$ cat src/hdl/sft_pkg.sv
// Constants for the supply fault timing and debounce block.
// Assumes a 20 MHz core clock and a 32-bit AHB-Lite register bus.
package sft_pkg;
  // ----------------------------------------
  // Clock and time base
  // ----------------------------------------
  localparam int CLK_FREQ_HZ = 20_000_000;
  localparam int TICK_US = 1;
  localparam int TICK_CYC = CLK_FREQ_HZ / 1_000_000 * TICK_US;
  localparam int US_PER_MS = 1000;
  localparam int MS_PER_S = 1000;

  // ----------------------------------------
  // Delay tables
  // ----------------------------------------
  localparam int OCP_STEP_S = 1;
  localparam int OCP_FAST_MS = 50;
  localparam int OVP_FILT_US = 15;
  localparam int UVP_FILT_US = 450;
  localparam int POWER_ON_REQUEST_DEB_MS [4] = '{80, 0, 40, 160};
  localparam int ON_DLY_MS [4] = '{400, 200, 800, 1600};
  localparam int OFF_DLY_MS [4] = '{2, 0, 1, 4};

  // ----------------------------------------
  // Register indices (byte address is four times the index)
  // ----------------------------------------
  localparam logic [5:0] IDX_OTP_TRIM = 6'h0b;
  localparam logic [5:0] IDX_POWER_ON_REQUEST_CFG = 6'h0e;
  localparam logic [5:0] IDX_MON_CFG = 6'h0f;
  localparam logic [5:0] IDX_OFF_CFG = 6'h10;
  localparam logic [5:0] IDX_FAST_CFG = 6'h11;
  localparam logic [5:0] IDX_OCP_CFG = 6'h12;
  localparam logic [5:0] IDX_STATUS = 6'h20;
  localparam logic [5:0] IDX_MASK = 6'h21;
  localparam logic [5:0] IDX_PIN_CFG = 6'h22;
  localparam logic [5:0] IDX_LIVE = 6'h23;
  localparam logic [7:0] CFG_RST = 8'h00;
  localparam logic [8:0] PIN_CFG_RST = 9'h000;

  // ----------------------------------------
  // Field positions
  // ----------------------------------------
  localparam int OTP_TRIM_LSB = 4;
  localparam int ON_DLY_LSB = 0;
  localparam int POWER_ON_REQUEST_FN_LSB = 2;
  localparam int DEB_LSB = 0;
  localparam int FIFTH_MONITOR_INPUT_FN_LSB = 2;
  localparam int PG_FN_LSB = 5;
  localparam int OFF_DLY_LSB = 6;
  localparam int FAST_BIT = 2;
  localparam int OCP_DLY_LSB = 3;
  localparam int PIN_STYLE_LSB = 4;
  localparam int POWER_ON_REQUEST_INV_BIT = 8;

  // ----------------------------------------
  // Function codes
  // ----------------------------------------
  localparam logic [2:0] FIFTH_MONITOR_INPUT_OVP_A = 3'h2;
  localparam logic [2:0] FIFTH_MONITOR_INPUT_OVP_B = 3'h4;
  localparam logic [2:0] FIFTH_MONITOR_INPUT_UVP_A = 3'h3;
  localparam logic [2:0] FIFTH_MONITOR_INPUT_UVP_B = 3'h5;
  localparam logic [1:0] FN_OTP_A = 2'h1;
  localparam logic [1:0] FN_OTP_B = 2'h2;
  localparam logic [1:0] FN_PIN_USE = 2'h0;

  // ----------------------------------------
  // Timers, events, pins
  // ----------------------------------------
  localparam int NT = 6;
  localparam int T_OCP = 0;
  localparam int T_OVP = 1;
  localparam int T_UVP = 2;
  localparam int T_POWER_ON_REQUEST = 3;
  localparam int T_ON = 4;
  localparam int T_OFF = 5;
  localparam int NEV = 6;
  localparam int NPIN = 4;
  localparam logic [1:0] STRAP_LOW = 2'h0;
  localparam logic [1:0] STRAP_FLOAT = 2'h1;
  localparam logic [1:0] STRAP_HIGH = 2'h2;
endpackage : sft_pkg

$ cat src/hdl/sft_qual_timer.sv
// Qualifying timer: reports a condition once it has held for a set count of ticks.
// Assumes a one-cycle tick enable from the parent's divider.
`timescale 1ns/100ps
`default_nettype none
module sft_qual_timer
#(
  parameter int CNT_W = 23
)
(
  input wire logic core_clk,
  input wire logic rst,
  input wire logic tick,
  input wire logic cond,
  input wire logic [CNT_W-1:0] limit,
  output logic done
);
  initial
  begin
    if (CNT_W < 2 || CNT_W > 31) $error("sft_qual_timer: CNT_W out of range");
  end

  typedef struct packed {
    logic armed;
    logic fin;
    logic [CNT_W-1:0] lim;
    logic [CNT_W-1:0] cnt;
  } sft_tmr_t;

  sft_tmr_t st_ff;
  sft_tmr_t nxt_st;

  // --------------------------------------
  // Interval sequencing
  // --------------------------------------
  // Limit is latched when the interval opens, so later edits wait for the next one
  always_comb
  begin
    nxt_st = st_ff;
    if (!cond)
    begin
      nxt_st = '0;
    end
    else if (!st_ff.armed)
    begin
      nxt_st.armed = 1'b1;
      nxt_st.lim = limit;
      nxt_st.cnt = '0;
      nxt_st.fin = (limit == '0);
    end
    else if (!st_ff.fin && tick)
    begin
      nxt_st.cnt = st_ff.cnt + 1'b1;
      nxt_st.fin = (st_ff.cnt + 1'b1 >= st_ff.lim);
    end
  end

  // State register
  always_ff @(posedge core_clk or posedge rst)
  begin
    if (rst)
      st_ff <= '0;
    else
      st_ff <= nxt_st;
  end

  assign done = st_ff.fin;
endmodule : sft_qual_timer
`default_nettype wire

$ cat src/hdl/sft_core.sv
// Supply fault timing: shutdown delays, monitor filters, request debounce,
// power-good delays, pin drive styles and the three-level address strap.
// Assumes synchronous pin inputs, analog comparators outside, AHB-Lite access.
//
// Behaviour
// - Slow mode: shut down after 1, 2, 3 or 4 s of current limit.
// - Fast mode: overcurrent shutdown within a short delay under 100 ms.
// - Overvoltage mode on fifth monitor ignores excursions shorter than its filter.
// - Undervoltage mode on fifth monitor ignores excursions shorter than its filter.
// - Overtemperature sensing active for function codes 01x or 10x, trim four bits.
// - Power-on request debounced 80, 0, 40 or 160 ms by a two-bit code.
// - Power-good asserts 400, 200, 800 or 1600 ms after power is good.
// - Power-good deasserts 2, 0, 1 or 4 ms after power is lost.
// - Address strap read as low, floating or high.
// - Four outputs drive as pull-down when on or source high when on.
// - Each output selects N or P open-drain style and normal or inverted polarity.
// - Logic truth follows the signal name, not the pin level.
//
// Decided for this implementation: the register offsets and the AHB-Lite register port.
`timescale 1ns/100ps
`default_nettype none
module sft_core
  import sft_pkg::*;
#(
  parameter int CYC_PER_TICK = TICK_CYC,
  parameter int TICK_PER_MS = US_PER_MS,
  parameter int CNT_W = 23
)
(
  input wire logic core_clk,
  input wire logic rst,
  input wire logic hsel,
  input wire logic [31:0] haddr,
  input wire logic [1:0] htrans,
  input wire logic hwrite,
  input wire logic [2:0] hsize,
  input wire logic [31:0] hwdata,
  input wire logic hready,
  output logic hreadyout,
  output logic hresp,
  output logic [31:0] hrdata,
  output logic irq,
  input wire logic current_limit_in,
  input wire logic fifth_monitor_input,
  input wire logic otp_hot_in,
  input wire logic power_on_request,
  input wire logic power_ok_in,
  input wire logic mains_ok_in,
  input wire logic strap_above_low,
  input wire logic strap_above_high,
  output logic power_enable_out_o,
  output logic power_enable_out_oe,
  output logic power_good_out_o,
  output logic power_good_out_oe,
  output logic circuit_breaker_out_o,
  output logic circuit_breaker_out_oe,
  output logic mains_good_out_o,
  output logic mains_good_out_oe,
  output logic otp_sense_en,
  output logic [3:0] otp_trim,
  output logic [1:0] strap_address_bit
);
  initial
  begin
    if (CYC_PER_TICK < 1 || CYC_PER_TICK > 256) $error("sft_core: CYC_PER_TICK out of range");
    if (TICK_PER_MS < 1) $error("sft_core: TICK_PER_MS out of range");
    if (CNT_W < 23 || CNT_W > 31) $error("sft_core: CNT_W too small for longest delay");
  end

  typedef struct packed {
    logic dph_wr;
    logic dph_rd;
    logic [5:0] dph_idx;
    logic [31:0] rdata;
    logic [7:0] otp_cfg;
    logic [7:0] power_on_request_cfg;
    logic [7:0] mon_cfg;
    logic [7:0] off_cfg;
    logic [7:0] fast_cfg;
    logic [7:0] ocp_cfg;
    logic [NEV-1:0] status;
    logic [NEV-1:0] mask;
    logic [8:0] pin_cfg;
    logic [7:0] tick_cnt;
    logic tick;
    logic shutdown;
    logic pgood;
    logic strap_done;
    logic [1:0] strap;
    logic [NPIN-1:0] pin_o;
    logic [NPIN-1:0] pin_oe;
  } sft_state_t;

  sft_state_t st_ff;
  sft_state_t nxt_st;
  logic [NT-1:0] t_cond;
  logic [NT-1:0] t_done;
  logic [CNT_W-1:0] t_limit [NT];

  // --------------------------------------
  // Delay conversion
  // --------------------------------------
  // Milliseconds to ticks of the time base
  function automatic logic [CNT_W-1:0] ms_ticks(input int ms);
    ms_ticks = CNT_W'(ms * TICK_PER_MS);
  endfunction : ms_ticks

  // Microseconds to ticks, never below one tick
  function automatic logic [CNT_W-1:0] us_ticks(input int us);
    int t;
    t = (us * TICK_PER_MS) / US_PER_MS;
    us_ticks = CNT_W'((t < 1) ? 1 : t);
  endfunction : us_ticks

  // --------------------------------------
  // Decoded configuration
  // --------------------------------------
  logic [2:0] fifth_monitor_input_fn;
  logic [2:0] pg_fn;
  logic [2:0] power_on_request_fn;
  logic ovp_mode;
  logic uvp_mode;
  logic otp_mode;
  logic pg_used;
  logic power_on_request_used;
  logic req_q;
  logic pwr_en;
  logic pwr_good;
  logic ovp_fault;
  logic uvp_fault;
  logic otp_fault;
  logic [NPIN-1:0] pin_act;

  // Function fields and monitor modes
  assign fifth_monitor_input_fn = st_ff.mon_cfg[FIFTH_MONITOR_INPUT_FN_LSB +: 3];
  assign pg_fn = st_ff.mon_cfg[PG_FN_LSB +: 3];
  assign power_on_request_fn = st_ff.power_on_request_cfg[POWER_ON_REQUEST_FN_LSB +: 3];
  assign ovp_mode = (fifth_monitor_input_fn == FIFTH_MONITOR_INPUT_OVP_A) || (fifth_monitor_input_fn == FIFTH_MONITOR_INPUT_OVP_B);
  assign uvp_mode = (fifth_monitor_input_fn == FIFTH_MONITOR_INPUT_UVP_A) || (fifth_monitor_input_fn == FIFTH_MONITOR_INPUT_UVP_B);
  assign otp_mode = (fifth_monitor_input_fn[2:1] == FN_OTP_A) || (fifth_monitor_input_fn[2:1] == FN_OTP_B);
  assign pg_used = (pg_fn[2:1] == FN_PIN_USE);
  assign power_on_request_used = (power_on_request_fn[2:1] == FN_PIN_USE);

  // Request, enable and fault levels
  assign req_q = power_on_request_used ? t_done[T_POWER_ON_REQUEST] : 1'b1;
  assign pwr_en = req_q & ~st_ff.shutdown;
  assign pwr_good = power_ok_in & pwr_en;
  assign ovp_fault = ovp_mode & t_done[T_OVP];
  assign uvp_fault = uvp_mode & t_done[T_UVP];
  assign otp_fault = otp_mode & otp_hot_in;

  // --------------------------------------
  // Timer conditions and limits
  // --------------------------------------
  always_comb
  begin
    t_cond[T_OCP] = current_limit_in & pwr_en;
    t_cond[T_OVP] = ovp_mode & fifth_monitor_input;
    t_cond[T_UVP] = uvp_mode & fifth_monitor_input;
    t_cond[T_POWER_ON_REQUEST] = power_on_request ^ st_ff.pin_cfg[POWER_ON_REQUEST_INV_BIT];
    t_cond[T_ON] = pwr_good & ~st_ff.pgood;
    t_cond[T_OFF] = ~pwr_good & st_ff.pgood;
    if (st_ff.fast_cfg[FAST_BIT])
      t_limit[T_OCP] = ms_ticks(OCP_FAST_MS);
    else
      t_limit[T_OCP] = ms_ticks(OCP_STEP_S * MS_PER_S * (int'(st_ff.ocp_cfg[OCP_DLY_LSB +: 2]) + 1));
    t_limit[T_OVP] = us_ticks(OVP_FILT_US);
    t_limit[T_UVP] = us_ticks(UVP_FILT_US);
    t_limit[T_POWER_ON_REQUEST] = ms_ticks(POWER_ON_REQUEST_DEB_MS[st_ff.mon_cfg[DEB_LSB +: 2]]);
    t_limit[T_ON] = ms_ticks(ON_DLY_MS[st_ff.power_on_request_cfg[ON_DLY_LSB +: 2]]);
    t_limit[T_OFF] = ms_ticks(OFF_DLY_MS[st_ff.off_cfg[OFF_DLY_LSB +: 2]]);
  end

  // One qualifying timer per monitored interval
  for (genvar i = 0; i < NT; i++)
  begin : g_tmr
    sft_qual_timer #(.CNT_W(CNT_W)) u_tmr
    (
      .core_clk(core_clk),
      .rst(rst),
      .tick(st_ff.tick),
      .cond(t_cond[i]),
      .limit(t_limit[i]),
      .done(t_done[i])
    );
  end

  // Logic level of each output: enable, power-good, breaker, mains-good
  assign pin_act = {mains_ok_in, st_ff.shutdown, st_ff.pgood & pg_used, pwr_en};

  // --------------------------------------
  // Next state
  // --------------------------------------
  always_comb
  begin
    logic [NEV-1:0] ev;
    logic [NEV-1:0] clr;
    logic asrt;
    nxt_st = st_ff;
    ev = '0;
    clr = '0;
    asrt = 1'b0;

    // Time base: one tick every CYC_PER_TICK cycles
    nxt_st.tick = 1'b0;
    if (st_ff.tick_cnt == 8'(CYC_PER_TICK - 1))
    begin
      nxt_st.tick_cnt = 8'h00;
      nxt_st.tick = 1'b1;
    end
    else
      nxt_st.tick_cnt = st_ff.tick_cnt + 8'h01;

    // Shutdown latch, released when the request drops
    if (!req_q)
      nxt_st.shutdown = 1'b0;
    else if (pwr_en && (t_done[T_OCP] || ovp_fault || uvp_fault || otp_fault))
      nxt_st.shutdown = 1'b1;
    ev[0] = pwr_en & t_done[T_OCP];
    ev[1] = pwr_en & ovp_fault;
    ev[2] = pwr_en & uvp_fault;
    ev[3] = pwr_en & otp_fault;

    // Power-good on and off delays
    if (t_done[T_ON])
      nxt_st.pgood = 1'b1;
    else if (t_done[T_OFF])
      nxt_st.pgood = 1'b0;
    ev[4] = t_done[T_ON];
    ev[5] = t_done[T_OFF];

    // Strap caught once after reset release
    if (!st_ff.strap_done)
    begin
      nxt_st.strap_done = 1'b1;
      if (strap_above_high)
        nxt_st.strap = STRAP_HIGH;
      else if (strap_above_low)
        nxt_st.strap = STRAP_FLOAT;
      else
        nxt_st.strap = STRAP_LOW;
    end

    // Output drive: on-level after polarity, then pull-down or source high
    for (int p = 0; p < NPIN; p++)
    begin
      asrt = pin_act[p] ^ st_ff.pin_cfg[p];
      nxt_st.pin_oe[p] = asrt;
      nxt_st.pin_o[p] = st_ff.pin_cfg[PIN_STYLE_LSB + p];
    end

    // Bus data phase: writes land here
    if (st_ff.dph_wr)
    begin
      unique case (st_ff.dph_idx)
        IDX_OTP_TRIM: nxt_st.otp_cfg = hwdata[7:0];
        IDX_POWER_ON_REQUEST_CFG: nxt_st.power_on_request_cfg = hwdata[7:0];
        IDX_MON_CFG: nxt_st.mon_cfg = hwdata[7:0];
        IDX_OFF_CFG: nxt_st.off_cfg = hwdata[7:0];
        IDX_FAST_CFG: nxt_st.fast_cfg = hwdata[7:0];
        IDX_OCP_CFG: nxt_st.ocp_cfg = hwdata[7:0];
        IDX_STATUS: clr = hwdata[NEV-1:0];
        IDX_MASK: nxt_st.mask = hwdata[NEV-1:0];
        IDX_PIN_CFG: nxt_st.pin_cfg = hwdata[8:0];
        default: ;
      endcase
    end
    // Sticky events: a set in the clearing cycle wins
    nxt_st.status = (st_ff.status & ~clr) | ev;

    // Bus address phase: read data prepared for the data phase
    nxt_st.dph_wr = 1'b0;
    nxt_st.dph_rd = 1'b0;
    nxt_st.rdata = 32'h0000_0000;
    if (hsel && htrans[1] && hready)
    begin
      nxt_st.dph_wr = hwrite;
      nxt_st.dph_rd = ~hwrite;
      nxt_st.dph_idx = haddr[7:2];
      if (!hwrite)
      begin
        unique case (haddr[7:2])
          IDX_OTP_TRIM: nxt_st.rdata[7:0] = st_ff.otp_cfg;
          IDX_POWER_ON_REQUEST_CFG: nxt_st.rdata[7:0] = st_ff.power_on_request_cfg;
          IDX_MON_CFG: nxt_st.rdata[7:0] = st_ff.mon_cfg;
          IDX_OFF_CFG: nxt_st.rdata[7:0] = st_ff.off_cfg;
          IDX_FAST_CFG: nxt_st.rdata[7:0] = st_ff.fast_cfg;
          IDX_OCP_CFG: nxt_st.rdata[7:0] = st_ff.ocp_cfg;
          IDX_STATUS: nxt_st.rdata[NEV-1:0] = st_ff.status;
          IDX_MASK: nxt_st.rdata[NEV-1:0] = st_ff.mask;
          IDX_PIN_CFG: nxt_st.rdata[8:0] = st_ff.pin_cfg;
          IDX_LIVE: nxt_st.rdata[7:0] = {st_ff.strap, req_q, pwr_en, st_ff.shutdown, st_ff.pgood,
                                          otp_mode, fifth_monitor_input};
          default: nxt_st.rdata = 32'h0000_0000;
        endcase
      end
    end
  end

  // --------------------------------------
  // State register
  // --------------------------------------
  always_ff @(posedge core_clk or posedge rst)
  begin
    if (rst)
    begin
      st_ff <= '0;
      st_ff.otp_cfg <= CFG_RST;
      st_ff.power_on_request_cfg <= CFG_RST;
      st_ff.mon_cfg <= CFG_RST;
      st_ff.off_cfg <= CFG_RST;
      st_ff.fast_cfg <= CFG_RST;
      st_ff.ocp_cfg <= CFG_RST;
      st_ff.pin_cfg <= PIN_CFG_RST;
    end
    else
      st_ff <= nxt_st;
  end

  // --------------------------------------
  // Outputs
  // --------------------------------------
  assign hreadyout = 1'b1;
  assign hresp = 1'b0;
  assign hrdata = st_ff.rdata;
  assign irq = |(st_ff.status & st_ff.mask);
  assign power_enable_out_o = st_ff.pin_o[0];
  assign power_enable_out_oe = st_ff.pin_oe[0];
  assign power_good_out_o = st_ff.pin_o[1];
  assign power_good_out_oe = st_ff.pin_oe[1];
  assign circuit_breaker_out_o = st_ff.pin_o[2];
  assign circuit_breaker_out_oe = st_ff.pin_oe[2];
  assign mains_good_out_o = st_ff.pin_o[3];
  assign mains_good_out_oe = st_ff.pin_oe[3];
  assign otp_sense_en = otp_mode;
  assign otp_trim = st_ff.otp_cfg[OTP_TRIM_LSB +: 4];
  assign strap_address_bit = st_ff.strap;
endmodule : sft_core
`default_nettype wire

$ cat config.mk
export PLATFORM = sky130hd
export DESIGN_NAME = sft_core
export DESIGN_NICKNAME = d
export VERILOG_FILES = /design/src/hdl/sft_pkg.sv /design/src/hdl/sft_qual_timer.sv /design/src/hdl/sft_core.sv
export SDC_FILE = /design/constraint.sdc
export NUM_CORES = 1
export LEC_CHECK = 0
export BUFFER_PORTS_ARGS = -buffer_cell sky130_fd_sc_hd__buf_2
export CAP_MARGIN = 20
export CORE_MARGIN = 4
export CORE_UTILIZATION = 57
export DETAILED_ROUTE_END_ITERATION = 8
export GPL_TIMING_DRIVEN = 0
export PLACE_DENSITY = 0.75
export SETUP_SLACK_MARGIN = 0.4
export SLEW_MARGIN = 20
export SYNTH_ARGS = -nofsm -noshare
export SYNTH_HDL_FRONTEND = slang
export SYNTH_HIERARCHICAL = 1
export SYNTH_SLANG_ARGS = --single-unit
export TNS_END_PERCENT = 20
$ cat constraint.sdc
create_clock -name core_clk -period 3.6 [get_ports core_clk]
set_input_delay 0.18 -clock core_clk [delete_from_list [all_inputs] [get_ports core_clk]]
set_output_delay 0.18 -clock core_clk [all_outputs]
set_load 0.02 [all_outputs]
# After elaboration in Yosys (flattened, before gate mapping)
# Index checks and enable logic that the tools add are counted.
# word_totals
output_inout_bits	50
memories	0
ram_bits	0
latch_bits	0
romBits	0
input_bits	82
regBits	418
word_cells	235
# op_classes
n_addsub	8
n_lt_le_gt_ge	9
mul	5
n_shift	0
reduce_logical	37
n_eq_ne	39
n_bitwise	31
mux	62
div_mod_pow	0
# ops
operator	count
$mux W23	19
$mux W48	6
$bmux W32 S2	3
$mux W32	6
$add A23 B1 Y23 const B	6
$ge A23 B23 Y1	6
$mul A32 B8 Y20 const B	3
$logic_not A23 Y1	4
$pmux W6 S10	1
$eq A6 B6 Y1 const B	7
$mux W40	1
$eq A6 B4 Y1 const B	6
$eq A6 B5 Y1 const B	6
$mux W1	20
$ne A3 B3 Y1 const B	6
$mul A10 B7 Y17 const B	1
$pmux W2 S8	1
$reduce_and A2 Y1	8
$and A1 B1 Y1	15
$and A6 B6 Y6	2
$mux W6	2
$ne A2 B2 Y1 const B	6
$mul A7 B3 Y10 const A	1
$ge A3 B3 Y1 const B	3
other kinds (22)	52

# Logic depth before layout (Yosys ltp)
# logic_depth
ltp_word	9
mapped_depth	17
ltp_nobuf	17

# Hierarchy
# The synthesis kept the hierarchy.
# modules_own_cells
module	area_each_um2	n_inst	seq_area_each_um2	cells_each
sft_qual_timer at g_tmr[0].u_tmr ...	3190.6	5	1201.2	335
sft_core	6618.8	1	2677.6	612
sft_qual_timer at g_tmr[5].u_tmr	3200.6	1	1201.2	343

# Worst setup path before layout
# No wires, ideal clock.
# synth_timing
path_type	flip-flop to flip-flop
startpoint	register, netlist name st_ff[76]
endpoint	register g_tmr[4].u_tmr.st_ff, in the netlist g_tmr[4].u_tmr/done
setup_slack_ns	-0.143
n_path_buf	0
stages_incl_launch_ff	18
setup_time_ns	0.082
required_time_ns	3.518
arrival_ns	3.661
period_less_slack_ns	3.743
path_cell_list	dfrtp_1 inv_1 ha_1 inv_1 ha_1 a21o_1 ha_1 xor2_1 fa_1 inv_1 ha_1 a41oi_1 xnor2_1 nor4_1 nand3_1 o22ai_1 o21ai_0 a31oi_1
# synth_lines
element	line_no	source
to (signal assigned)	sft_qual_timer.sv:63	st_ff <= nxt_st;
to (decl)	sft_qual_timer.sv:29	sft_tmr_t st_ff;

==> flow_metrics.env <==
export IMPL_grt_pass1_vias=19926
export IMPL_slew_violations=0
export IMPL_root_buffer="clkbuf_16"
export IMPL_cts_buffer_depth=3
export IMPL_max_cap_violations=0
export IMPL_pin_count=132
export IMPL_initial_utilization_pct=58.0
export IMPL_whs_ps=112
export IMPL_dp_hpwl_mm=43.3
export IMPL_fin_cells=3596
export IMPL_grt_ovfl_total=0
export IMPL_wl_per_cell_um=16.6
export IMPL_max_freq_mhz=277
export IMPL_die_area_sq_um=48700
export IMPL_synth_ff_type="dfrtp_1"
export IMPL_final_hold_viol_count=0
export IMPL_drt_first_pass_iters=5
export IMPL_syn_cell_area_sq_um=25800
export IMPL_ys_types=76
export IMPL_worst_pin_slew_ps=1130
export IMPL_crit_required_ps=4090
export IMPL_reg2reg_slack_ps=-10
export IMPL_cp_end_kind="flip-flop"
export IMPL_violations="negative setup slack"
export IMPL_synth_area_per_cell_sq_um=9.80
export IMPL_worstReg2RegStart="st_ff[75]"
export IMPL_placedCellCount=3459
export IMPL_cp_arrival_ps=4100
export IMPL_rsz0062_at_grt="true"
export IMPL_async_flop_share_pct=100
export IMPL_leakage_nw=13.7
export IMPL_drt_iter0_drc=1328
export IMPL_post_route_util_pct=67.5
export IMPL_groute_usage_overall_pct=24.5
export IMPL_hold_depth=3
export IMPL_path_class="reg -> reg"
export IMPL_min_to="st_ff[130]"
export IMPL_antenna_found_initial=4
export IMPL_design_area_sq_um=30000
export IMPL_antenna_left=0
export IMPL_yosys_warnings=6
export IMPL_layout_setup_ws_ps=-10.8
export IMPL_synth_edf_count=0
export IMPL_nets=3254
export IMPL_design_power_total_w=0.0109
export IMPL_drc=0
export IMPL_htree_levels=2
export IMPL_max_vdd_ir_drop_uv=521
export IMPL_die_y_um=221
export IMPL_grt_max_degree=67
export IMPL_startpoint_type="flip-flop"
export IMPL_worstHoldStart="htrans[1]"
export IMPL_placed_area_sq_um=27700
export IMPL_period_share_pct=100
export IMPL_setup_viol=1
export IMPL_seq_area_frac_synth_pct=38.4
export IMPL_layout_drive_gt1_share_pct=13.6
export IMPL_crit_fanout=4
export IMPL_vias=19593
export IMPL_syn_inst=2630
export IMPL_worstReg2RegEnd="g_tmr[4].u_tmr/done"
export IMPL_vias_per_cell=5.45
export IMPL_synth_seq_cells=395
export IMPL_ff2ff_path_depth=17
export IMPL_outcome="complete, but fails checks"
export IMPL_rows=77
export IMPL_die_width_um=221
export IMPL_routabilityCongestion=0.875
export IMPL_grt_pass1_wl_mm=98.3
export IMPL_cts_sinks=395
export IMPL_path_clk_slew_ps=60
export IMPL_cts_made_buffers=46
export IMPL_powerDensity_nw_per_um2=363
export IMPL_timing_final_crit_period_ps=3610
export IMPL_cts_tree="done"
export IMPL_clock_skew_ps=17.0
export IMPL_coreArea_sq_um=44400
export IMPL_port_buffer_count=48
export IMPL_clock_latency_ps=580
export IMPL_hold_path_class="in -> reg"
export IMPL_nFillCells=3405
export IMPL_wl_mm=59.7
export IMPL_max_slew_margin_rel_pct=24.8
export IMPL_syn_to_final_growth_pct=16.4
## per-layer routing
| layer | global-route usage [%] | share of wire, % |
|---|---|---|
| met5 | 0 | 0.033 |
| met4 | 7.88 | 3.1 |
| met3 | 3.97 | 4.6 |
| met2 | 41.8 | 49 |
| met1 | 32.2 | 44 |
## per-stage QoR
step	setup slack, ps	setup TNS (ps)
after global placement	-1050	-77710
after global routing	-113	-182
after floorplan	245	0
after detailed placement	-230	-341
final	-10.8	-10.8
after CTS	-1.34	-1.34
## worst max-delay path: stages (launching register included)
cell	delay, ps
dfrtp_2	460
inv_4	110
ha_4	180
inv_4	60
ha_4	230
a21o_1	200
ha_4	290
nand2_4	50
fa_1	520
inv_2	60
ha_4	260
a41oi_2	120
xnor2_2	180
nor4_2	230
nand3_1	130
o22ai_2	190
o21ai_1	100
a31oi_1	160
## synth_stat cells (8+ instances only)
library cell	n	area, sq um
clkbuf_1	42	158
nor3_2	17	170
nand2b_1	17	106
a22oi_1	25	188
mux2i_1	146	1460
a31oi_1	18	113
nor3b_2	11	138
nand2_1	159	597
nor2_1	210	788
a211oi_1	13	97.6
buf_2	32	160
mux2_1	61	687
nand4_1	53	332
xor2_1	139	1220
xnor2_1	125	1090
a21oi_1	73	365
nor3_1	37	185
mux2_2	8	90.1
nor2b_1	154	963
buf_4	59	443
or3_1	21	131
and4_1	10	87.6
and2_1	27	169
and3_1	38	238
nand3_1	87	435
dfrtp_1	395	9880
ha_1	204	2550
inv_1	179	672
a221oi_1	9	78.8
nor4_1	36	225
o21ai_0	56	280
a21o_1	38	285
## layout by cell type (no fill, tap or decap), types with 61 or more instances in the layout
master | netlist | layout
ha_1 | 204 | 183
mux2_1 | 61 | 61
nand2_1 | 159 | 158
xnor2_1 | 125 | 123
a21oi_1 | 73 | 73
buf_4 | 59 | 81
dfrtp_1 | 395 | 387
buf_2 | 32 | 80
xor2_1 | 139 | 138
mux2i_1 | 146 | 146
nor2b_1 | 154 | 153
inv_1 | 179 | 162
nand3_1 | 87 | 87
nor2_1 | 210 | 210
conb_1 | 2 | 184
## flip-flops by register name, indices dropped and copies added (netlist names)
register                cells
circuit_breaker_out_o       1
circuit_breaker_out_oe      1
fifth_monitor_input_fn      3
g_tmr.u_tmr/done            6
g_tmr.u_tmr/st_ff         282
hrdata                      9
mains_good_out_o            1
mains_good_out_oe           1
nxt_st                      4
otp_trim                    4
pg_fn                       3
pin_act                     1
power_enable_out_o          1
power_enable_out_oe         1
power_good_out_o            1
power_good_out_oe           1
power_on_request_fn         3
st_ff                      70
strap_address_bit           2
## final cells by class
type	instances	area [sq um]	area share [%]
flip-flops and latches	395	9890	33.0
clock buffers	69	1410	4.70
plain buffers	143	831	2.77
clock inverters	16	184	0.613
multi-input cells	2095	15400	51.3
repair buffers	104	836	2.79
well taps	592	741	2.47
diodes	3	7.51	0.0250
inverters	179	692	2.31
## where the power goes
group | leakage, nW | internal [W] | switching [W]
Clock | 0.798 | 0.00299 | 0.00191
Sequential | 5.32 | 0.00457 | 0.000105
Combinational | 7.56 | 0.000548 | 0.000749
Total | 13.7 | 0.00811 | 0.00277
## logic make-up (layout without fill, tap and decap cells)
family | after synthesis | after routing | share of synthesized area (%)
compound gates | 276 | 276 | 6.86
xor+xnor | 264 | 264 | 8.97
fa+ha+maj | 208 | 208 | 10.2
buf+inv | 322 | 511 | 5.79
flops | 395 | 395 | 38.4
mux | 215 | 215 | 8.69
other cells | 2 | 187 | 0.0291
simple gates | 948 | 948 | 21.1
## worst max-delay path by stage
stage | slack [ps] | start | cells past startpoint | end
floorplan | 250 | st_ff[76] | 17 | g_tmr[4].u_tmr/done
global placement | -1050 | rst | 2 | st_ff[46]
detailed placement | -230 | st_ff[46] | 17 | g_tmr[0].u_tmr/done
CTS | -1 | st_ff[76] | 17 | g_tmr[4].u_tmr/done
global route | -110 | st_ff[75] | 17 | g_tmr[4].u_tmr/done
finish | -10 | st_ff[75] | 17 | g_tmr[4].u_tmr/done
## repair_timing
item	CTS	global route
setup buffers	18	7
setup endpoints to repair	7	9
hold buffers	24	0
endpoints found under the hold margin	222	0
resized for setup	15	35
pin swaps	20	15
(Power assumes the default switching activity.)
